## src/hub_cfg_pkg.sv

```systemverilog
package hub_cfg_pkg;
  localparam logic [7:0] OFF_PRODUCT_ID_LOW = 8'h03;
  localparam logic [7:0] OFF_PRODUCT_ID_HIGH = 8'h04;
  localparam logic [7:0] OFF_DEVICE_CONFIGURATION = 8'h05;
  localparam logic [7:0] OFF_CHARGING_SUPPORT = 8'h06;
  localparam logic [7:0] OFF_LANG_FIRST = 8'h20;
  localparam logic [7:0] OFF_LANG_LAST = 8'h21;
  localparam logic [7:0] OFF_SERIAL_LENGTH = 8'h22;
  localparam logic [7:0] OFF_MFG_LENGTH = 8'h23;
  localparam logic [7:0] OFF_PROD_LENGTH = 8'h24;
  localparam logic [7:0] OFF_SERIAL_FIRST = 8'h30;
  localparam logic [7:0] OFF_SERIAL_LAST = 8'h4F;
  localparam logic [7:0] OFF_STRING_FIRST = 8'h50;
  localparam logic [7:0] OFF_STRING_LAST = 8'hCF;
  localparam int BIT_STRING_WE = 7;
  localparam int BIT_SERIAL_WE = 6;
  localparam int BIT_LP_DISABLE = 5;
  localparam int BIT_RSVD_ONE = 4;
  localparam int BIT_GANGED = 3;
  localparam int BIT_PWR_REPORT_DIS = 2;
  localparam int BIT_TIMEOUT_OVR = 1;
  localparam int BIT_RSVD_ZERO = 0;
  localparam logic [7:0] CFG_RESET = 8'h10;
  localparam logic [7:0] CFG_WRITE_MASK = 8'hEE;
  localparam logic [7:0] CHG_WRITE_MASK = 8'h0F;
  localparam logic [7:0] USB2_PID_XOR = 8'h02;
  localparam logic [7:0] TIMEOUT_MAX = 8'hFF;
  localparam int SYNC_STAGES = 3;
  localparam logic [2:0] STRAP_SETTLE_CYCLES = 3'd4;

  typedef enum logic [1:0] {
    SRC_EEPROM = 2'b00,
    SRC_SMBUS = 2'b01
  } cfg_source_type;

  typedef struct packed {
    logic wr;
    logic [7:0] addr;
    logic [7:0] data;
  } cfg_write_type;

  typedef struct packed {
    logic string_write_enable;
    logic serial_write_enable;
    logic low_power_link_disable;
    logic ganged;
    logic power_report_disable;
    logic link_timeout_override;
  } cfg_bits_type;
endpackage

```

## src/pin_sync.sv

```systemverilog
`timescale 1ns/1ps
// Three-stage synchroniser; output changes when stages two and three agree.
module pin_sync
  import hub_cfg_pkg::*;
#(
  parameter int WIDTH = 1
) (
  input wire logic clk,
  input wire logic reset_n,
  input wire logic [WIDTH-1:0] pin,
  output logic [WIDTH-1:0] level
);
  logic [WIDTH-1:0] s1_ff;
  logic [WIDTH-1:0] s2_ff;
  logic [WIDTH-1:0] s3_ff;
  logic [WIDTH-1:0] level_ff;
  wire [WIDTH-1:0] agree = ~(s2_ff ^ s3_ff);
  wire [WIDTH-1:0] nxt_level = (agree & s3_ff) | (~agree & level_ff);

  always_ff @(posedge clk or negedge reset_n) begin
    if (!reset_n) begin
      s1_ff <= '0;
      s2_ff <= '0;
      s3_ff <= '0;
      level_ff <= '0;
    end else begin
      s1_ff <= pin;
      s2_ff <= s1_ff;
      s3_ff <= s2_ff;
      level_ff <= nxt_level;
    end
  end

  assign level = level_ff;
endmodule

```

## src/hub_device_config_regs.sv

```systemverilog
`timescale 1ns/1ps
module hub_device_config_regs
  import hub_cfg_pkg::*;
#(
  parameter logic [7:0] PID_LOW_DEFAULT = 8'h5A,
  parameter logic [7:0] PID_HIGH_DEFAULT = 8'hA5,
  parameter int PORTS = 4
) (
  input wire logic clk,
  input wire logic reset_n,
  input wire cfg_write_type cfg_write,
  input wire cfg_source_type cfg_source,
  input wire logic [7:0] rd_addr,
  output logic [7:0] rd_data,
  input wire logic [7:0] otp_product_id_low,
  input wire logic [7:0] otp_product_id_high,
  input wire logic power_share_strap_pin,
  input wire logic power_report_strap_pin,
  input wire logic [PORTS-1:0] port_power_control_pins,
  input wire logic force_accept_event,
  input wire logic upstream_disconnect,
  input wire logic [7:0] host_timeout,
  input wire logic [PORTS-1:0] port_power_request,
  output logic [7:0] ss_product_id_low,
  output logic [7:0] usb2_product_id_low,
  output logic [7:0] product_id_high,
  output logic low_power_link_allowed,
  output logic [7:0] link_timeout,
  output logic [PORTS-1:0] port_power_enable,
  output logic power_report_enable,
  output logic [PORTS-1:0] charging_port_enable,
  output cfg_bits_type cfg_bits,
  output logic string_reg_write,
  output logic serial_reg_write
);
  logic [7:0] pid_low_ff;
  logic [7:0] pid_high_ff;
  logic [7:0] cfg_ff;
  logic [PORTS-1:0] chg_ff;
  logic strap_loaded_ff;
  logic force_accept_ff;
  logic [7:0] ss_pid_low_ff;
  logic [7:0] usb2_pid_low_ff;
  logic [7:0] pid_high_out_ff;
  logic [7:0] link_timeout_ff;
  logic [PORTS-1:0] port_power_ff;
  logic gang_sync;
  logic report_sync;
  logic [PORTS-1:0] pwrctl_sync;

  logic [2:0] strap_wait_ff;
  logic [2:0] nxt_strap_wait;
  logic nxt_strap_loaded;
  logic [7:0] nxt_pid_low;
  logic [7:0] nxt_pid_high;
  logic [7:0] nxt_cfg;
  logic [PORTS-1:0] nxt_chg;
  logic nxt_force_accept;
  logic [7:0] nxt_usb2_pid_low;
  logic [7:0] nxt_timeout;
  logic [PORTS-1:0] nxt_port_power;

  pin_sync #(.WIDTH(1)) u_sync_gang (
    .clk(clk),
    .reset_n(reset_n),
    .pin(power_share_strap_pin),
    .level(gang_sync)
  );

  pin_sync #(.WIDTH(1)) u_sync_report (
    .clk(clk),
    .reset_n(reset_n),
    .pin(power_report_strap_pin),
    .level(report_sync)
  );

  pin_sync #(.WIDTH(PORTS)) u_sync_pwrctl (
    .clk(clk),
    .reset_n(reset_n),
    .pin(port_power_control_pins),
    .level(pwrctl_sync)
  );

  // Synchroniser output settles four edges after release; straps are taken one edge later
  wire strap_take = !strap_loaded_ff && (strap_wait_ff == STRAP_SETTLE_CYCLES);
  assign nxt_strap_wait = (strap_wait_ff != STRAP_SETTLE_CYCLES) ? strap_wait_ff + 3'd1 :
                          strap_wait_ff;
  assign nxt_strap_loaded = strap_loaded_ff || strap_take;

  wire wr = cfg_write.wr;
  wire [7:0] wa = cfg_write.addr;
  wire [7:0] wd = cfg_write.data;
  wire wr_pid_low = wr && (wa == OFF_PRODUCT_ID_LOW);
  wire wr_pid_high = wr && (wa == OFF_PRODUCT_ID_HIGH);
  wire wr_cfg = wr && (wa == OFF_DEVICE_CONFIGURATION);
  wire wr_chg = wr && (wa == OFF_CHARGING_SUPPORT);

  // String and serial storage lives outside; locked writes get no strobe
  wire in_lang = (wa >= OFF_LANG_FIRST) && (wa <= OFF_LANG_LAST);
  wire in_text = (wa >= OFF_STRING_FIRST) && (wa <= OFF_STRING_LAST);
  wire in_text_length = (wa == OFF_MFG_LENGTH) || (wa == OFF_PROD_LENGTH);
  wire in_serial_text = (wa >= OFF_SERIAL_FIRST) && (wa <= OFF_SERIAL_LAST);
  wire in_serial_length = wa == OFF_SERIAL_LENGTH;
  wire in_string = in_lang || in_text || in_text_length;
  wire in_serial = in_serial_text || in_serial_length;
  wire string_unlocked = cfg_ff[BIT_STRING_WE];
  wire serial_unlocked = cfg_ff[BIT_SERIAL_WE];
  assign string_reg_write = wr && in_string && string_unlocked;
  assign serial_reg_write = wr && in_serial && serial_unlocked;

  // Reserved bits are forced whatever the source writes
  wire [7:0] cfg_written = (wd & CFG_WRITE_MASK) | CFG_RESET;
  wire [7:0] cfg_strapped = {cfg_ff[7:4], gang_sync, report_sync,
                             cfg_ff[1:0]};
  // A write in the strap cycle wins over the strap load
  assign nxt_cfg = wr_cfg ? cfg_written : (strap_take ? cfg_strapped : cfg_ff);
  assign nxt_chg = wr_chg ? wd[PORTS-1:0] :
                   (strap_take ? pwrctl_sync : chg_ff);
  assign nxt_pid_low = wr_pid_low ? wd : pid_low_ff;
  assign nxt_pid_high = wr_pid_high ? wd : pid_high_ff;

  // Source priority per byte: written, then one-time-programmable, then default
  wire pid_low_written = pid_low_ff != 8'h00;
  wire pid_low_otp = otp_product_id_low != 8'h00;
  wire pid_high_written = pid_high_ff != 8'h00;
  wire pid_high_otp = otp_product_id_high != 8'h00;
  wire [7:0] pid_low_sel = pid_low_written ? pid_low_ff :
                           pid_low_otp ? otp_product_id_low : PID_LOW_DEFAULT;
  wire [7:0] pid_high_sel = pid_high_written ? pid_high_ff :
                            pid_high_otp ? otp_product_id_high : PID_HIGH_DEFAULT;
  assign nxt_usb2_pid_low = pid_low_sel ^ USB2_PID_XOR;

  // Force-accept latch only arms while low-power states are disabled
  wire lp_disable = cfg_ff[BIT_LP_DISABLE];
  wire force_seen = force_accept_event && lp_disable;
  assign nxt_force_accept = !upstream_disconnect && (force_accept_ff || force_seen);
  wire lp_allowed = !lp_disable || force_accept_ff;
  wire timeout_override = cfg_ff[BIT_TIMEOUT_OVR];
  wire host_timeout_set = host_timeout != 8'h00;
  wire timeout_forced = timeout_override && host_timeout_set;
  assign nxt_timeout = timeout_forced ? TIMEOUT_MAX : host_timeout;
  wire report_disable = cfg_ff[BIT_PWR_REPORT_DIS];
  wire report_en = !report_disable;
  wire ganged = cfg_ff[BIT_GANGED];
  wire [PORTS-1:0] gang_request = {PORTS{port_power_request[0]}};
  // Ports stay powered while status reporting is off
  assign nxt_port_power = !report_en ? {PORTS{1'b1}} :
                          ganged ? gang_request : port_power_request;

  // Register read port is combinational
  wire rd_pid_low = rd_addr == OFF_PRODUCT_ID_LOW;
  wire rd_pid_high = rd_addr == OFF_PRODUCT_ID_HIGH;
  wire rd_cfg = rd_addr == OFF_DEVICE_CONFIGURATION;
  wire rd_chg = rd_addr == OFF_CHARGING_SUPPORT;
  wire [7:0] chg_read = {{(8-PORTS){1'b0}}, chg_ff};
  assign rd_data = rd_pid_low ? pid_low_sel :
                   rd_pid_high ? pid_high_sel :
                   rd_cfg ? cfg_ff :
                   rd_chg ? chg_read : 8'h00;

  // Settling counter for the strap pins
  always_ff @(posedge clk or negedge reset_n) begin
    if (!reset_n) begin
      strap_wait_ff <= 3'd0;
    end else begin
      strap_wait_ff <= nxt_strap_wait;
    end
  end

  // Straps load once per reset
  always_ff @(posedge clk or negedge reset_n) begin
    if (!reset_n) begin
      strap_loaded_ff <= 1'b0;
    end else begin
      strap_loaded_ff <= nxt_strap_loaded;
    end
  end

  // Zero means not written
  always_ff @(posedge clk or negedge reset_n) begin
    if (!reset_n) begin
      pid_low_ff <= 8'h00;
    end else begin
      pid_low_ff <= nxt_pid_low;
    end
  end

  // Zero means not written
  always_ff @(posedge clk or negedge reset_n) begin
    if (!reset_n) begin
      pid_high_ff <= 8'h00;
    end else begin
      pid_high_ff <= nxt_pid_high;
    end
  end

  // Configuration byte
  always_ff @(posedge clk or negedge reset_n) begin
    if (!reset_n) begin
      cfg_ff <= CFG_RESET;
    end else begin
      cfg_ff <= nxt_cfg;
    end
  end

  // Charging enables per port
  always_ff @(posedge clk or negedge reset_n) begin
    if (!reset_n) begin
      chg_ff <= '0;
    end else begin
      chg_ff <= nxt_chg;
    end
  end

  // Cleared only by reset or an upstream disconnect
  always_ff @(posedge clk or negedge reset_n) begin
    if (!reset_n) begin
      force_accept_ff <= 1'b0;
    end else begin
      force_accept_ff <= nxt_force_accept;
    end
  end

  // Product ID, timeout and port power outputs trail their sources by one cycle
  always_ff @(posedge clk or negedge reset_n) begin
    if (!reset_n) begin
      ss_pid_low_ff <= 8'h00;
    end else begin
      ss_pid_low_ff <= pid_low_sel;
    end
  end

  // Low byte as the USB 2.0 descriptor shows it
  always_ff @(posedge clk or negedge reset_n) begin
    if (!reset_n) begin
      usb2_pid_low_ff <= 8'h00;
    end else begin
      usb2_pid_low_ff <= nxt_usb2_pid_low;
    end
  end

  // High byte after source priority
  always_ff @(posedge clk or negedge reset_n) begin
    if (!reset_n) begin
      pid_high_out_ff <= 8'h00;
    end else begin
      pid_high_out_ff <= pid_high_sel;
    end
  end

  // Downstream timeout after override
  always_ff @(posedge clk or negedge reset_n) begin
    if (!reset_n) begin
      link_timeout_ff <= 8'h00;
    end else begin
      link_timeout_ff <= nxt_timeout;
    end
  end

  // Port power switch controls
  always_ff @(posedge clk or negedge reset_n) begin
    if (!reset_n) begin
      port_power_ff <= '0;
    end else begin
      port_power_ff <= nxt_port_power;
    end
  end

  // Output ports
  assign ss_product_id_low = ss_pid_low_ff;
  assign usb2_product_id_low = usb2_pid_low_ff;
  assign product_id_high = pid_high_out_ff;
  assign low_power_link_allowed = lp_allowed;
  assign link_timeout = link_timeout_ff;
  assign port_power_enable = port_power_ff;
  assign power_report_enable = report_en;
  assign charging_port_enable = chg_ff;
  // Configuration bits as the rest of the hub sees them
  assign cfg_bits = '{
    string_write_enable: string_unlocked,
    serial_write_enable: serial_unlocked,
    low_power_link_disable: lp_disable,
    ganged: ganged,
    power_report_disable: report_disable,
    link_timeout_override: timeout_override
  };
endmodule

```

## config.mk

```make
export PLATFORM = sky130hd
export DESIGN_NAME = hub_device_config_regs
export DESIGN_NICKNAME = d
export VERILOG_FILES = /design/src/hub_cfg_pkg.sv /design/src/pin_sync.sv /design/src/hub_device_config_regs.sv
export SDC_FILE = /design/constraint.sdc
export NUM_CORES = 1
export LEC_CHECK = 0
export ABC_AREA = 1
export BUFFER_PORTS_ARGS = -buffer_cell sky130_fd_sc_hd__buf_2
export CAP_MARGIN = 20
export CORE_MARGIN = 2
export CORE_UTILIZATION = 25
export CTS_CLUSTER_SIZE = 14
export DETAILED_ROUTE_END_ITERATION = 8
export GPL_ROUTABILITY_DRIVEN = 0
export HOLD_SLACK_MARGIN = 0.03
export SETUP_SLACK_MARGIN = 0.15
export SYNTH_ARGS = -nofsm -noshare
export SYNTH_HDL_FRONTEND = slang
export SYNTH_SLANG_ARGS = --single-unit
```

## constraint.sdc

```tcl
create_clock -name clk -period 3.3 [get_ports clk]
set_clock_uncertainty 0.2 [all_clocks]
set_input_delay 0.33 -clock clk [delete_from_list [all_inputs] [get_ports clk]]
set_output_delay 0.33 -clock clk [all_outputs]
set_load 0.03 [all_outputs]
```

==> Word level (Yosys, flattened, before mapping) <==
Cells that the tools add are included.
{ "classes": {"n_addsub": 1, "n_lt_le_gt_ge": 6, "eq_ne": 13, "muxes": 15, "bitwise_logic": 17, "reduce_logical": 33} }
{ "op_table": {"columns": ["operator", "count"], "rows": [
  ["$mux 8", 9],
  ["$eq 8x3->1 const B", 6],
  ["$reduce_bool 8->1", 5],
  ["$eq 8x6->1 const B", 3],
  ["$mux 4", 6],
  ["$eq 8x2->1 const B", 2],
  ["$ge 8x6->1 const B", 2],
  ["$logic_and 1x1->1", 15],
  ["$and 4x4->4", 2],
  ["$ge 8x7->1 const B", 1],
  ["$le 8x6->1 const B", 1],
  ["$le 8x7->1 const B", 1],
  ["$le 8x8->1 const B", 1],
  ["$not 4->4", 2],
  ["$logic_or 1x1->1", 7],
  ["$and 1x1->1", 4],
  ["$logic_not 1->1", 4],
  ["$or 4x4->4", 1],
  ["$reduce_bool 2->1", 2],
  ["$xor 4x4->4", 1],
  ["$add 3x1->3 const B", 1],
  ["$eq 3x3->1 const B", 1],
  ["$ne 3x3->1 const B", 1],
  ["$not 1->1", 3],
  ["2 further kinds", 4]
]} }
{ "totals": {"regBits": 93} }

==> Depth between registers and ports, before layout <==
Gate-level depths: netlist (run 1).
{ "depth": {"depth_word": 6, "mapped_depth": 8} }

==> Modules after synthesis <==
A second synthesis (run 1) with hierarchy kept.
{ "unflattened": {"cells_unflattened": 403, "hier_area_um2": 3711.1} }
{ "by_module_without_submodules": {"columns": ["mod", "instances", "cells_each", "area_each_um2", "seq_area_each_um2"], "rows": [
  ["hub_device_config_regs", 1, 355, 3012.9, 1527.7],
  ["pin_sync (u_sync_pwrctl)", 1, 32, 465.4, 400.4],
  ["pin_sync (u_sync_gang ...)", 2, 8, 116.4, 100.1]
]} }

==> Worst setup path after synthesis (run 1) <==
Ideal clock, no wire load.
{ "synth_path": {"path_kind": "register to output", "start": "register pid_low_ff[5]", "end": "output rd_data[2]", "t_arrival_ns": 1.259, "required_ns": 2.770, "path_slack_ns": 1.511, "stages_incl_launch_ff": 8, "path_buffers": 0, "cell_sequence": "dfrtp_1 nor2_1 nand3_2 nor2_8 nand2_2 nand2_1 nand2_1 nand3_1"} }
{ "synth_between": {"elab_chain_cells": 3} }
{ "synth_lines": {"columns": ["item", "line_no", "source"], "rows": [
  ["from (decl)", "hub_device_config_regs.sv:36", "logic [7:0] pid_low_ff;"],
  ["from (signal assigned)", "hub_device_config_regs.sv:184", "pid_low_ff <= nxt_pid_low;"],
  ["$reduce_bool 8->1", "hub_device_config_regs.sv:123", "wire pid_low_written = pid_low_ff != 8'h00;"],
  ["$mux 8", "hub_device_config_regs.sv:127", "wire [7:0] pid_low_sel = pid_low_written ? pid_low_ff :"],
  ["named net nxt_usb2_pid_low[2]", "hub_device_config_regs.sv:59", "logic [7:0] nxt_usb2_pid_low;"],
  ["$mux 8", "hub_device_config_regs.sv:156", "assign rd_data = rd_pid_low ? pid_low_sel :"],
  ["to (decl)", "hub_device_config_regs.sv:14", "output logic [7:0] rd_data,"]
]} }
The timed path passes the listed nets, and every way through them passes these cells.

==> Final worst setup path (run 1) <==
{ "layout_path": {"start": "input otp_product_id_high[3]", "end": "output rd_data[7]"} }
{ "layout_between": {"elab_chain_cells": 5} }
{ "layout_lines": {"columns": ["item", "line_no", "source"], "rows": [
  ["from (decl)", "hub_device_config_regs.sv:16", "input wire logic [7:0] otp_product_id_high,"],
  ["$reduce_bool 8->1", "hub_device_config_regs.sv:126", "wire pid_high_otp = otp_product_id_high != 8'h00;"],
  ["$mux 8", "hub_device_config_regs.sv:130", "pid_high_otp ? otp_product_id_high : PID_HIGH_DEFAULT;"],
  ["$mux 8", "hub_device_config_regs.sv:129", "wire [7:0] pid_high_sel = pid_high_written ? pid_high_ff :"],
  ["named net pid_high_sel[7]", "hub_device_config_regs.sv:129", null],
  ["$mux 8", "hub_device_config_regs.sv:157", "rd_pid_high ? pid_high_sel :"],
  ["$mux 8", "hub_device_config_regs.sv:156", null]
]} }
The timed path passes the listed nets, and every way through them passes these cells.

==> summary.md, run 1 <==
| Metric | Value |
|---|---|
| Status | `finished, final reports clean` |
| Chip width | `127.0 µm` |
| Worst endpoint data arrival time | `1.96 ns` |
| Initial Util | `25.81%` |
| First-pass GRT wire length | `14,570 µm` |
| RSZ-0062 raised after global routing | `no` |
| Io pins | `123` |
| FF-to-FF setup slack | `1.57 ns` |
| Via count | `2,971` |
| RR Endpoint | `charging_port_enable[2]` |
| Worst setup path category | `in -> out` |
| Max_cap viols | `0` |
| Fillers | `1,509` |
| Largest net degree at the start of global routing | `86` |
| Clk slew on worst S/H paths | `0.06 ns` |
| Tot GR Track Use | `11.71%` |
| Max incr delay on CP | `0.53 ns` |
| Worst Hold Class | `in -> reg` |
| Maximum clock frequency | `0.4011 GHz` |
| CTS max path bufs | `2` |
| R2R depth | `7` |
| Mapped Avg Cell Area | `9.618 µm²` |
| Final worst-path cycle share | `75.56%` |
| Total grt overflow | `0` |
| First-iteration detailed-routing DRC count | `69` |
| Pins Over Slew Limit | `0` |
| Fin. Hold Viols | `0` |
| CTS root buf | `clkbuf_16` |
| Critical Path Start | `otp_product_id_high[3]` |
| Core area | `14,640 µm²` |
| Worst Setup EP | `rd_data[7]` |
| Final setup fails | `0` |
| Tightest Pin Transition | `0.4717 ns` |
| CTS buffer count | `9` |
| Sequential area share after synthesis | `56.31%` |
| Per-cell routed wire length | `12.56 µm` |
| Initial antenna violation count | `1` |
| Drt via density | `4.115` |
| Critical path's slowest cell | `dlygate4sd3_1` |
| Worst setup SP type | `input pin` |
| Synth area leaders | `dfrtp_1, nand2_1, inv_1, o21ai_2, nand3_1` |
| Count of different cell masters after synthesis | `31` |
| Clk_lat worst skew | `0.34 ns` |
| Post-Synthesis Cells | `393` |
| CP endpoint kind | `primary output` |
| Leakage | `0.002569 µW` |
| Yosys top cell by area | `dfrtp_1` |
| Die ar. | `16,120 µm²` |
| Final Net Count | `599` |
| #FFs+latches synth | `85` |
| Area grow syn2layout | `32.80%` |
| Tmin final | `2.493 ns` |
| Dpl hpwl | `6958 µm` |
| Mapped Area | `3780 µm²` |
| Commonest non-fill, non-tap cell in the layout | `buf_2` |
| Peak VDD IR | `0.2038 mV` |
| Top cell type's share of synthesized area | `55.61%` |
| Highest-count cells in the layout ignoring fill and taps | `buf_2, nand2_1, dfrtp_1, inv_1, nand3_1` |
| Routed wire length | `9071 µm` |
| Post-route ant nets | `0` |
| DRT Pass-1 Iters | `4` |
| Critical Path Fanout Max | `4` |
| Pwr dens | `523.9 nW/µm²` |
| Clock sink count | `85` |
| Synth warn | `0` |
| Die Y | `127.0 µm` |
| H-tree Lvls | `3` |
| CP dominant cell by count | `nand2_1` |
| Critical Path RT | `2.77 ns` |
| Synthesized net count | `460` |
| DRC viols | `0` |
| RR Startpoint | `strap_wait_ff[0]` |
| Setup TNS | `0 ns` |
| Buffer count from post-CTS setup fixing | `0` |
| CP cell instances | `dlygate4sd3_1 -> buf_2 -> nor2_1 -> nand2_1 -> o21ai_0 -> nand2_1 -> nand2_1 -> nand2_1 -> nand3_1 -> buf_2` |
| Share of cells above drive strength 1 | `36.13%` |
| Row cnt | `44` |
| CTS tree | `yes` |
| Hold slack | `0.05232 ns` |
| Slew margin rel. | `68.35%` |
| PortBufs | `120` |
| Number of global-route vias before repair | `2,989` |
==> sequential cells by signal, summed over array words and instances (netlist names), 4 cells and up <==
signal,cells
cfg_ff,7
usb2_product_id_low,7
u_sync_pwrctl.s2_ff,4
link_timeout,8
pid_low_ff,8
product_id_high,8
u_sync_pwrctl.s3_ff,4
u_sync_pwrctl.s1_ff,4
charging_port_enable,4
port_power_enable,4
pid_high_ff,8
u_sync_pwrctl.level,4
==> layer usage <==
layer	GRT usage, %	routed length [µm]	part of all wire [%]
met1	13.42	3843	42
met2	20.18	4524	50
met3	4.049	516	5.7
met4	4.460	169	1.9
met5	0	16	0.18
==> cell type report <==
| class | count | area (µm²) | area share, % |
|---|---|---|---|
| diodes | 1 | 2.502 | 0.04985 |
| clock buffers | 11 | 242.7 | 4.836 |
| clock inverters | 5 | 36.28 | 0.7228 |
| inverters | 58 | 217.7 | 4.337 |
| multi-input cells | 233 | 1291 | 25.72 |
| flip-flops and latches | 85 | 2128 | 42.40 |
| well taps | 184 | 230.2 | 4.586 |
| repair buffers | 145 | 870.8 | 17.35 |
==> through the flow <==
step / utilization [%] / cell area (µm²) / power (µW) / instances / worst slack [ns]
2_1_floorplan: - / 3780 / 1531 / 393 / 1.511
3_3_place_gp: 30.53 / 4471 / 1683 / 680 / 1.163
3_5_place_dp: 30.53 / 4471 / 1692 / 680 / 1.178
4_1_cts: 34.07 / 4990 / 2663 / 720 / 0.8061
5_1_grt: 34.26 / 5017 / 2753 / 721 / 0.6938
6_report: 34.28 / 5020 / 2630 / 722 / 0.8066
==> critical path, delay by kind of cell <==
family                 cells  cell delay [ns]
buffers and inverters      3             0.86
AND/OR/NAND/NOR            6             0.53
AO/OA/AOI/OAI              1             0.23
==> where the power goes <==
part	total [µW]	internal, µW	switching [µW]
sequential	1170	1130	42.2
combinational	520	166	353
clock	938	530	408
==> logic make-up (layout without fill, tap and decap cells) <==
logic type / Yosys count / in the layout / share of synthesized area, %
compound gates: 47 / 47 / 9.070
xor+xnor: 2 / 2 / 0.4635
fa+ha+maj: 8 / 8 / 2.251
buf+inv: 75 / 219 / 9.533
flops: 85 / 85 / 56.31
other cells: 0 / 1 / 0
simple gates: 176 / 176 / 22.38
==> synth_stat cells (all sizes together) <==
master / number
a21boi: 1
a21oi: 8
buf: 17
clkinv: 1
dfrtp: 84
dfstp: 1
ha: 2
inv: 57
maj3: 6
nand2: 107
nand3: 31
nand4: 5
nor2: 30
nor3: 2
o211ai: 8
o21ai: 30
or2: 1
xnor2: 1
xor2: 1
==> how the worst min path moves through the flow <==
stage	to	cells after the start	from
after floorplan	cfg_ff[1]	0	reset_n
after global placement	u_sync_report.s2_ff	0	u_sync_report.s1_ff
after global routing	cfg_ff[2]	3	cfg_write[2]
after CTS	usb2_product_id_low[0]	3	otp_product_id_low[0]
after detailed placement	u_sync_pwrctl.s2_ff[1]	0	u_sync_pwrctl.s1_ff[1]
final	cfg_ff[2]	3	cfg_write[2]
==> timing repair <==
item | 4_1_cts | 5_1_grt
endpoints found under the hold margin | 106 | 0
hold buffers | 24 | 0
gates resized for setup | 0 | 0
No activity file was read; power rests on OpenSTA's default activity.
==> inputs of run 2 (changes only) <==
==> constraint.sdc (replaced) <==
create_clock -name clk -period 2.08 [get_ports clk]
set_clock_uncertainty 0.2 [all_clocks]
set_input_delay 0.208 -clock clk [delete_from_list [all_inputs] [get_ports clk]]
set_output_delay 0.208 -clock clk [all_outputs]
set_load 0.03 [all_outputs]
==> summary.md, run 2 (same netlist as run 1, synthesis figures left out) <==
| Metric | Value |
|---|---|
| First-pass GRT wire length | `15,820 µm` |
| Power, Total | `4422 µW` |
| Max incr delay on CP | `0.40 ns` |
| Leakage | `0.002786 µW` |
| Max_cap viols | `0` |
| Maximum clock frequency | `0.4679 GHz` |
| CTS root buf | `clkbuf_16` |
| Pwr dens | `811.0 nW/µm²` |
| Io pins | `123` |
| Critical path's slowest cell | `dfrtp_1` |
| Fin. Hold Viols | `0` |
| Fillers | `1,450` |
| Tot GR Track Use | `12.29%` |
| Via count | `3,157` |
| CTS buffer count | `9` |
| Worst setup path category | `reg -> out` |
| Worst Hold Class | `in -> reg` |
| Routed wire length | `9584 µm` |
| Hold path start | `otp_product_id_high[2]` |
| Final worst-path cycle share | `102.8%` |
| Die Y | `127.0 µm` |
| Critical Path RT | `1.67 ns` |
| Pins Over Slew Limit | `0` |
| Per-cell routed wire length | `12.66 µm` |
| Final Net Count | `635` |
| Initial Util | `25.81%` |
| Die ar. | `16,120 µm²` |
| Clock sink count | `85` |
| Worst endpoint data arrival time | `1.73 ns` |
| PortBufs | `120` |
| DRC viols | `0` |
| Drt via density | `4.170` |
| Failing checks | `negative setup slack` |
| RSZ-0062 raised after global routing | `yes` |
| Row cnt | `44` |
| Worst setup SP type | `flip-flop` |
| Final worst setup slack | `-0.05731 ns` |
| CP dominant cell by count | `nand2_1` |
| DRT Pass-1 Iters | `4` |
| Commonest non-fill, non-tap cell in the layout | `buf_2` |
| Tightest Pin Transition | `0.5300 ns` |
| Clk slew on worst S/H paths | `0.06 ns` |
| CTS max path bufs | `2` |
| CTS tree | `yes` |
| Critical Path Start | `pid_low_ff[5]` |
| H-tree Lvls | `3` |
| Largest net degree at the start of global routing | `47` |
| Final setup fails | `6` |
| CP cell instances | `nor2_2 -> nand3_2 -> nor2_8 -> buf_6 -> o21ai_2 -> nand2_1 -> nand2_1 -> nand2_1 -> buf_6` |
| Area grow syn2layout | `44.26%` |
| Tmin final | `2.137 ns` |
| Peak VDD IR | `0.3652 mV` |
| Dpl hpwl | `7082 µm` |
| Post-place instance area | `4498 µm²` |
| Family with the most delay on the worst path | `simple AND/OR/NAND/NOR gates` |
| CP bufs+invs | `2` |
| First-iteration detailed-routing DRC count | `107` |
| Chip width | `127.0 µm` |
| Total grt overflow | `0` |
| Antenna fix cells | `0` |
| Share of cells above drive strength 1 | `39.97%` |
| Post-route ant nets | `0` |
| Final Util | `37.24%` |
| CP endpoint kind | `primary output` |
| Core area | `14,640 µm²` |
| RR Startpoint | `cfg_ff[3]` |
| Initial antenna violation count | `0` |
| Critical Path Fanout Max | `6` |
| Number of global-route vias before repair | `3,260` |
| Clk_lat worst skew | `0.33 ns` |
| Slew margin rel. | `64.43%` |
| Highest-count cells in the layout ignoring fill and taps | `buf_2, nand2_1, dfrtp_1, inv_1, dlygate4sd3_1` |
| Final Cell Area | `5453 µm²` |
| Status | `finished with violations` |
## run 2: cell types whose count changed in the layout (fill, tap and decap cells not counted), moves of 3 or more
cell and delta:
nand2_1 -8, nor2_1 -3, buf_4 +18, nand2_2 +8, dlygate4sd3_1 +17, nand3_2 +4, nand3_1 -4, buf_6 +9
buf_2 -8
## run 2: tightest hold or removal path, delay by kind of cell
family	cells	cell delay [ns]
and+or+nand+nor	2	0.12
buffers and inverters	2	0.12
AOI/OAI and AO/OA	1	0.07
## run 2: repair_timing
action | CTS | global route
hold endpoints to repair | 84 | 0
pin swaps | 16 | 7
gates resized for setup | 28 | 7
buffers inserted | 11 | 7
hold buffers | 41 | 0
setup endpoints to repair | 8 | 8
## run 2: per-stage QoR
step	setup TNS, ns	worst slack (ns)	instances	hold slack, ns
floorplan	0	0.4127	393	-0.2876
global placement	0	0.2087	682	0.01597
detailed placement	0	0.2045	682	0.02225
CTS	-0.2084	-0.05849	750	0.03020
global route	-0.9489	-0.1529	757	0.04760
finish	-0.1945	-0.05731	757	0.03565
## run 2: layout make-up
class / count / area (µm²) / share of cell area [%]
multi-input cells: 233 / 1344 / 24.64
clock inverters: 5 / 60.06 / 1.101
inverters: 58 / 217.7 / 3.993
clock buffers: 11 / 242.7 / 4.452
flip-flops and latches: 85 / 2128 / 39.03
well taps: 184 / 230.2 / 4.222
repair buffers: 181 / 1230 / 22.56
## run 2: per-layer routing
metal | track usage (%) | wire [µm] | vias up
li1 | - | - | 1584
met3 | 3.669 | 556 | 12
met2 | 21.60 | 4845 | 96
met1 | 14.51 | 4044 | 1465
met5 | 0 | 0 | -
met4 | 3.620 | 137 | 0
## run 2: power by group
part	leakage, µW	internal, µW	switching, µW	total (µW)
Sequential	0.00104	1790	68.7	1860
Clock	0.000146	965	635	1600
Combinational	0.00160	360	599	959
Total	0.00279	3120	1300	4420
## run 2: worst paths after layout
kind	slack, ns	end	cells after the start
max	-0.06	rd_data[4]	9
min	0.04	product_id_high[2]	5
max reg2reg	0.45	port_power_enable[1]	3
min reg2reg	0.15	u_sync_pwrctl.s2_ff[2]	0
max in group asynchronous	0.85	u_sync_pwrctl.s2_ff[1]	3
min in group asynchronous	0.21	product_id_high[2]	2
==> inputs of run 3 (changes only) <==
--- a/config.mk
+++ b/config.mk
@@ -10,6 +10,7 @@
 export CAP_MARGIN = 20
 export CORE_MARGIN = 2
 export CORE_UTILIZATION = 25
+export CTS_CLUSTER_DIAMETER = 80
 export CTS_CLUSTER_SIZE = 14
 export DETAILED_ROUTE_END_ITERATION = 8
 export GPL_ROUTABILITY_DRIVEN = 0
==> constraint.sdc (replaced) <==
create_clock -name clk -period 2.15 [get_ports clk]
set_clock_uncertainty 0.2 [all_clocks]
set_input_delay 0.215 -clock clk [delete_from_list [all_inputs] [get_ports clk]]
set_output_delay 0.215 -clock clk [all_outputs]
set_load 0.03 [all_outputs]
==> summary.md, run 3 (same netlist as run 1, synthesis figures left out) <==
| Metric | Value |
|---|---|
| Critical Path RT | `1.74 ns` |
| Commonest non-fill, non-tap cell in the layout | `buf_2` |
| Final Cell Area | `5483 µm²` |
| Row cnt | `44` |
| Post-place instance area | `4506 µm²` |
| Sw Ratio | `28.98%` |
| Number of global-route vias before repair | `3,294` |
| CTS tree | `yes` |
| Worst setup SP type | `flip-flop` |
| Die ar. | `16,120 µm²` |
| Via count | `3,202` |
| Fillers | `1,472` |
| PortBufs | `120` |
| Core area | `14,640 µm²` |
| Tot GR Track Use | `12.58%` |
| Fin. Hold Viols | `0` |
| DRT Pass-1 Iters | `4` |
| Final setup fails | `2` |
| Status | `finished with violations` |
| First-iteration detailed-routing DRC count | `119` |
| Tightest Pin Transition | `0.5662 ns` |
| CTS buffer count | `9` |
| Failing checks | `negative setup slack` |
| Hold slack | `0.03966 ns` |
| Worst setup path category | `reg -> out` |
| DRC viols | `0` |
| Final worst-path cycle share | `100.8%` |
| Clk slew on worst S/H paths | `0.07 ns` |
| Clk_lat worst skew | `0.34 ns` |
| Io pins | `123` |
| Initial Util | `25.81%` |
| CTS root buf | `clkbuf_16` |
| First-pass GRT wire length | `15,920 µm` |
| Worst Hold Class | `in -> reg` |
| Leakage | `0.002794 µW` |
| Critical Path Fanout Max | `5` |
| Setup TNS | `-0.02307 ns` |
| Fin cells | `758` |
| Pwr dens | `798.7 nW/µm²` |
| Clock group share of total power | `37.6%` |
| Inst Count DP | `683` |
| Clock sink count | `85` |
| Routed wire length | `9559 µm` |
| Dpl hpwl | `7158 µm` |
| Tmin final | `2.167 ns` |
| P_sw | `1269 µW` |
| Seq pwr share | `41.1%` |
| Worst endpoint data arrival time | `1.75 ns` |
| Critical Path Start | `pid_low_ff[4]` |
| Hold path start | `cfg_write[1]` |
| CP endpoint kind | `primary output` |
| Per-cell routed wire length | `12.61 µm` |
| Highest-count cells in the layout ignoring fill and taps | `buf_2, nand2_1, dfrtp_1, inv_1, dlygate4sd3_1` |
| Peak VDD IR | `0.4203 mV` |
| Total grt overflow | `0` |
| Slew margin rel. | `62.25%` |
| Final Net Count | `635` |
| Share of cells above drive strength 1 | `38.92%` |
| Final worst setup slack | `-0.01737 ns` |
| Internal | `3110 µW` |
| Drt via density | `4.224` |
| Area grow syn2layout | `45.05%` |
| Post-route ant nets | `0` |
| Max_cap viols | `0` |
| H-tree Lvls | `3` |
| RSZ-0062 raised after global routing | `yes` |
| Die Y | `127.0 µm` |
| CTS max path bufs | `2` |
| Largest net degree at the start of global routing | `43` |
| Combinational share of power | `21.3%` |
| Pins Over Slew Limit | `0` |
| RR Startpoint | `strap_wait_ff[0]` |
| Maximum clock frequency | `0.4614 GHz` |
| Chip width | `127.0 µm` |
| Initial antenna violation count | `1` |
run 3: cell count changes in the layout (fill, tap and decap cells not counted), sizes merged, moves of 2 or more:
cell         change
inv              +2
dlygate4sd3      +2
buf              -2
clkinv           -2
clkbuf           -2
run 3: layer usage:
metal | part of all wire, % | global-route usage [%]
met1 | 40 | 14.32
met5 | 0 | 0
met3 | 7.2 | 4.513
met2 | 52 | 22.52
met4 | 0.74 | 3.038
run 3: power groups by stage:
stage / registers, µW / clock network [µW] / logic [µW]
2_1_floorplan: 2000 / 0 / 352
3_3_place_gp: 1830 / 0 / 765
3_5_place_dp: 1830 / 0 / 776
4_1_cts: 1800 / 1710 / 922
5_1_grt: 1820 / 1770 / 1010
6_report: 1800 / 1650 / 931
run 3: repair_timing:
| item | 4_1_cts | 5_1_grt |
|---|---|---|
| resized for setup | 28 | 3 |
| hold buffers | 43 | 0 |
| pin swaps | 16 | 5 |
| hold endpoints to repair | 93 | 0 |
| setup endpoints to repair | 8 | 8 |
| buffers inserted | 12 | 3 |
run 3: path summary, 6_finish.rpt:
check,endpoint,slack (ns),cells after the start
min in group asynchronous,usb2_product_id_low[2],0.21,2
min,pid_low_ff[1],0.04,3
min reg2reg,u_sync_gang.s2_ff,0.14,0
max,rd_data[4],-0.02,9
max in group asynchronous,product_id_high[0],0.95,3
max reg2reg,charging_port_enable[3],0.40,7
run 3: critical path, cell delays in order, from the launching register on:
cell and delay, ns:
dfrtp_1 0.40, nor2_1 0.14, nand3_2 0.13, nor2_8 0.19, buf_6 0.14, o21ai_2 0.05, nand2_1 0.08, nand2_1 0.06
nand2_2 0.09, buf_6 0.13
run 3: stage by stage:
stage	utilization, %	total power (µW)	setup slack, ns
after floorplan	-	2349	0.4757
after global placement	30.77	2592	0.2363
after detailed placement	30.77	2609	0.2212
after CTS	37.22	4439	-0.02709
after global routing	37.42	4595	-0.1528
final	37.44	4379	-0.01737
run 3: cell type report:
cell class | count | area, µm² | share of cell area, %
diodes | 1 | 2.502 | 0.04564
clock buffers | 9 | 225.2 | 4.108
clock inverters | 7 | 97.59 | 1.780
inverters | 58 | 217.7 | 3.971
multi-input cells | 233 | 1334 | 24.33
flip-flops and latches | 85 | 2128 | 38.82
well taps | 184 | 230.2 | 4.199
repair buffers | 181 | 1247 | 22.75
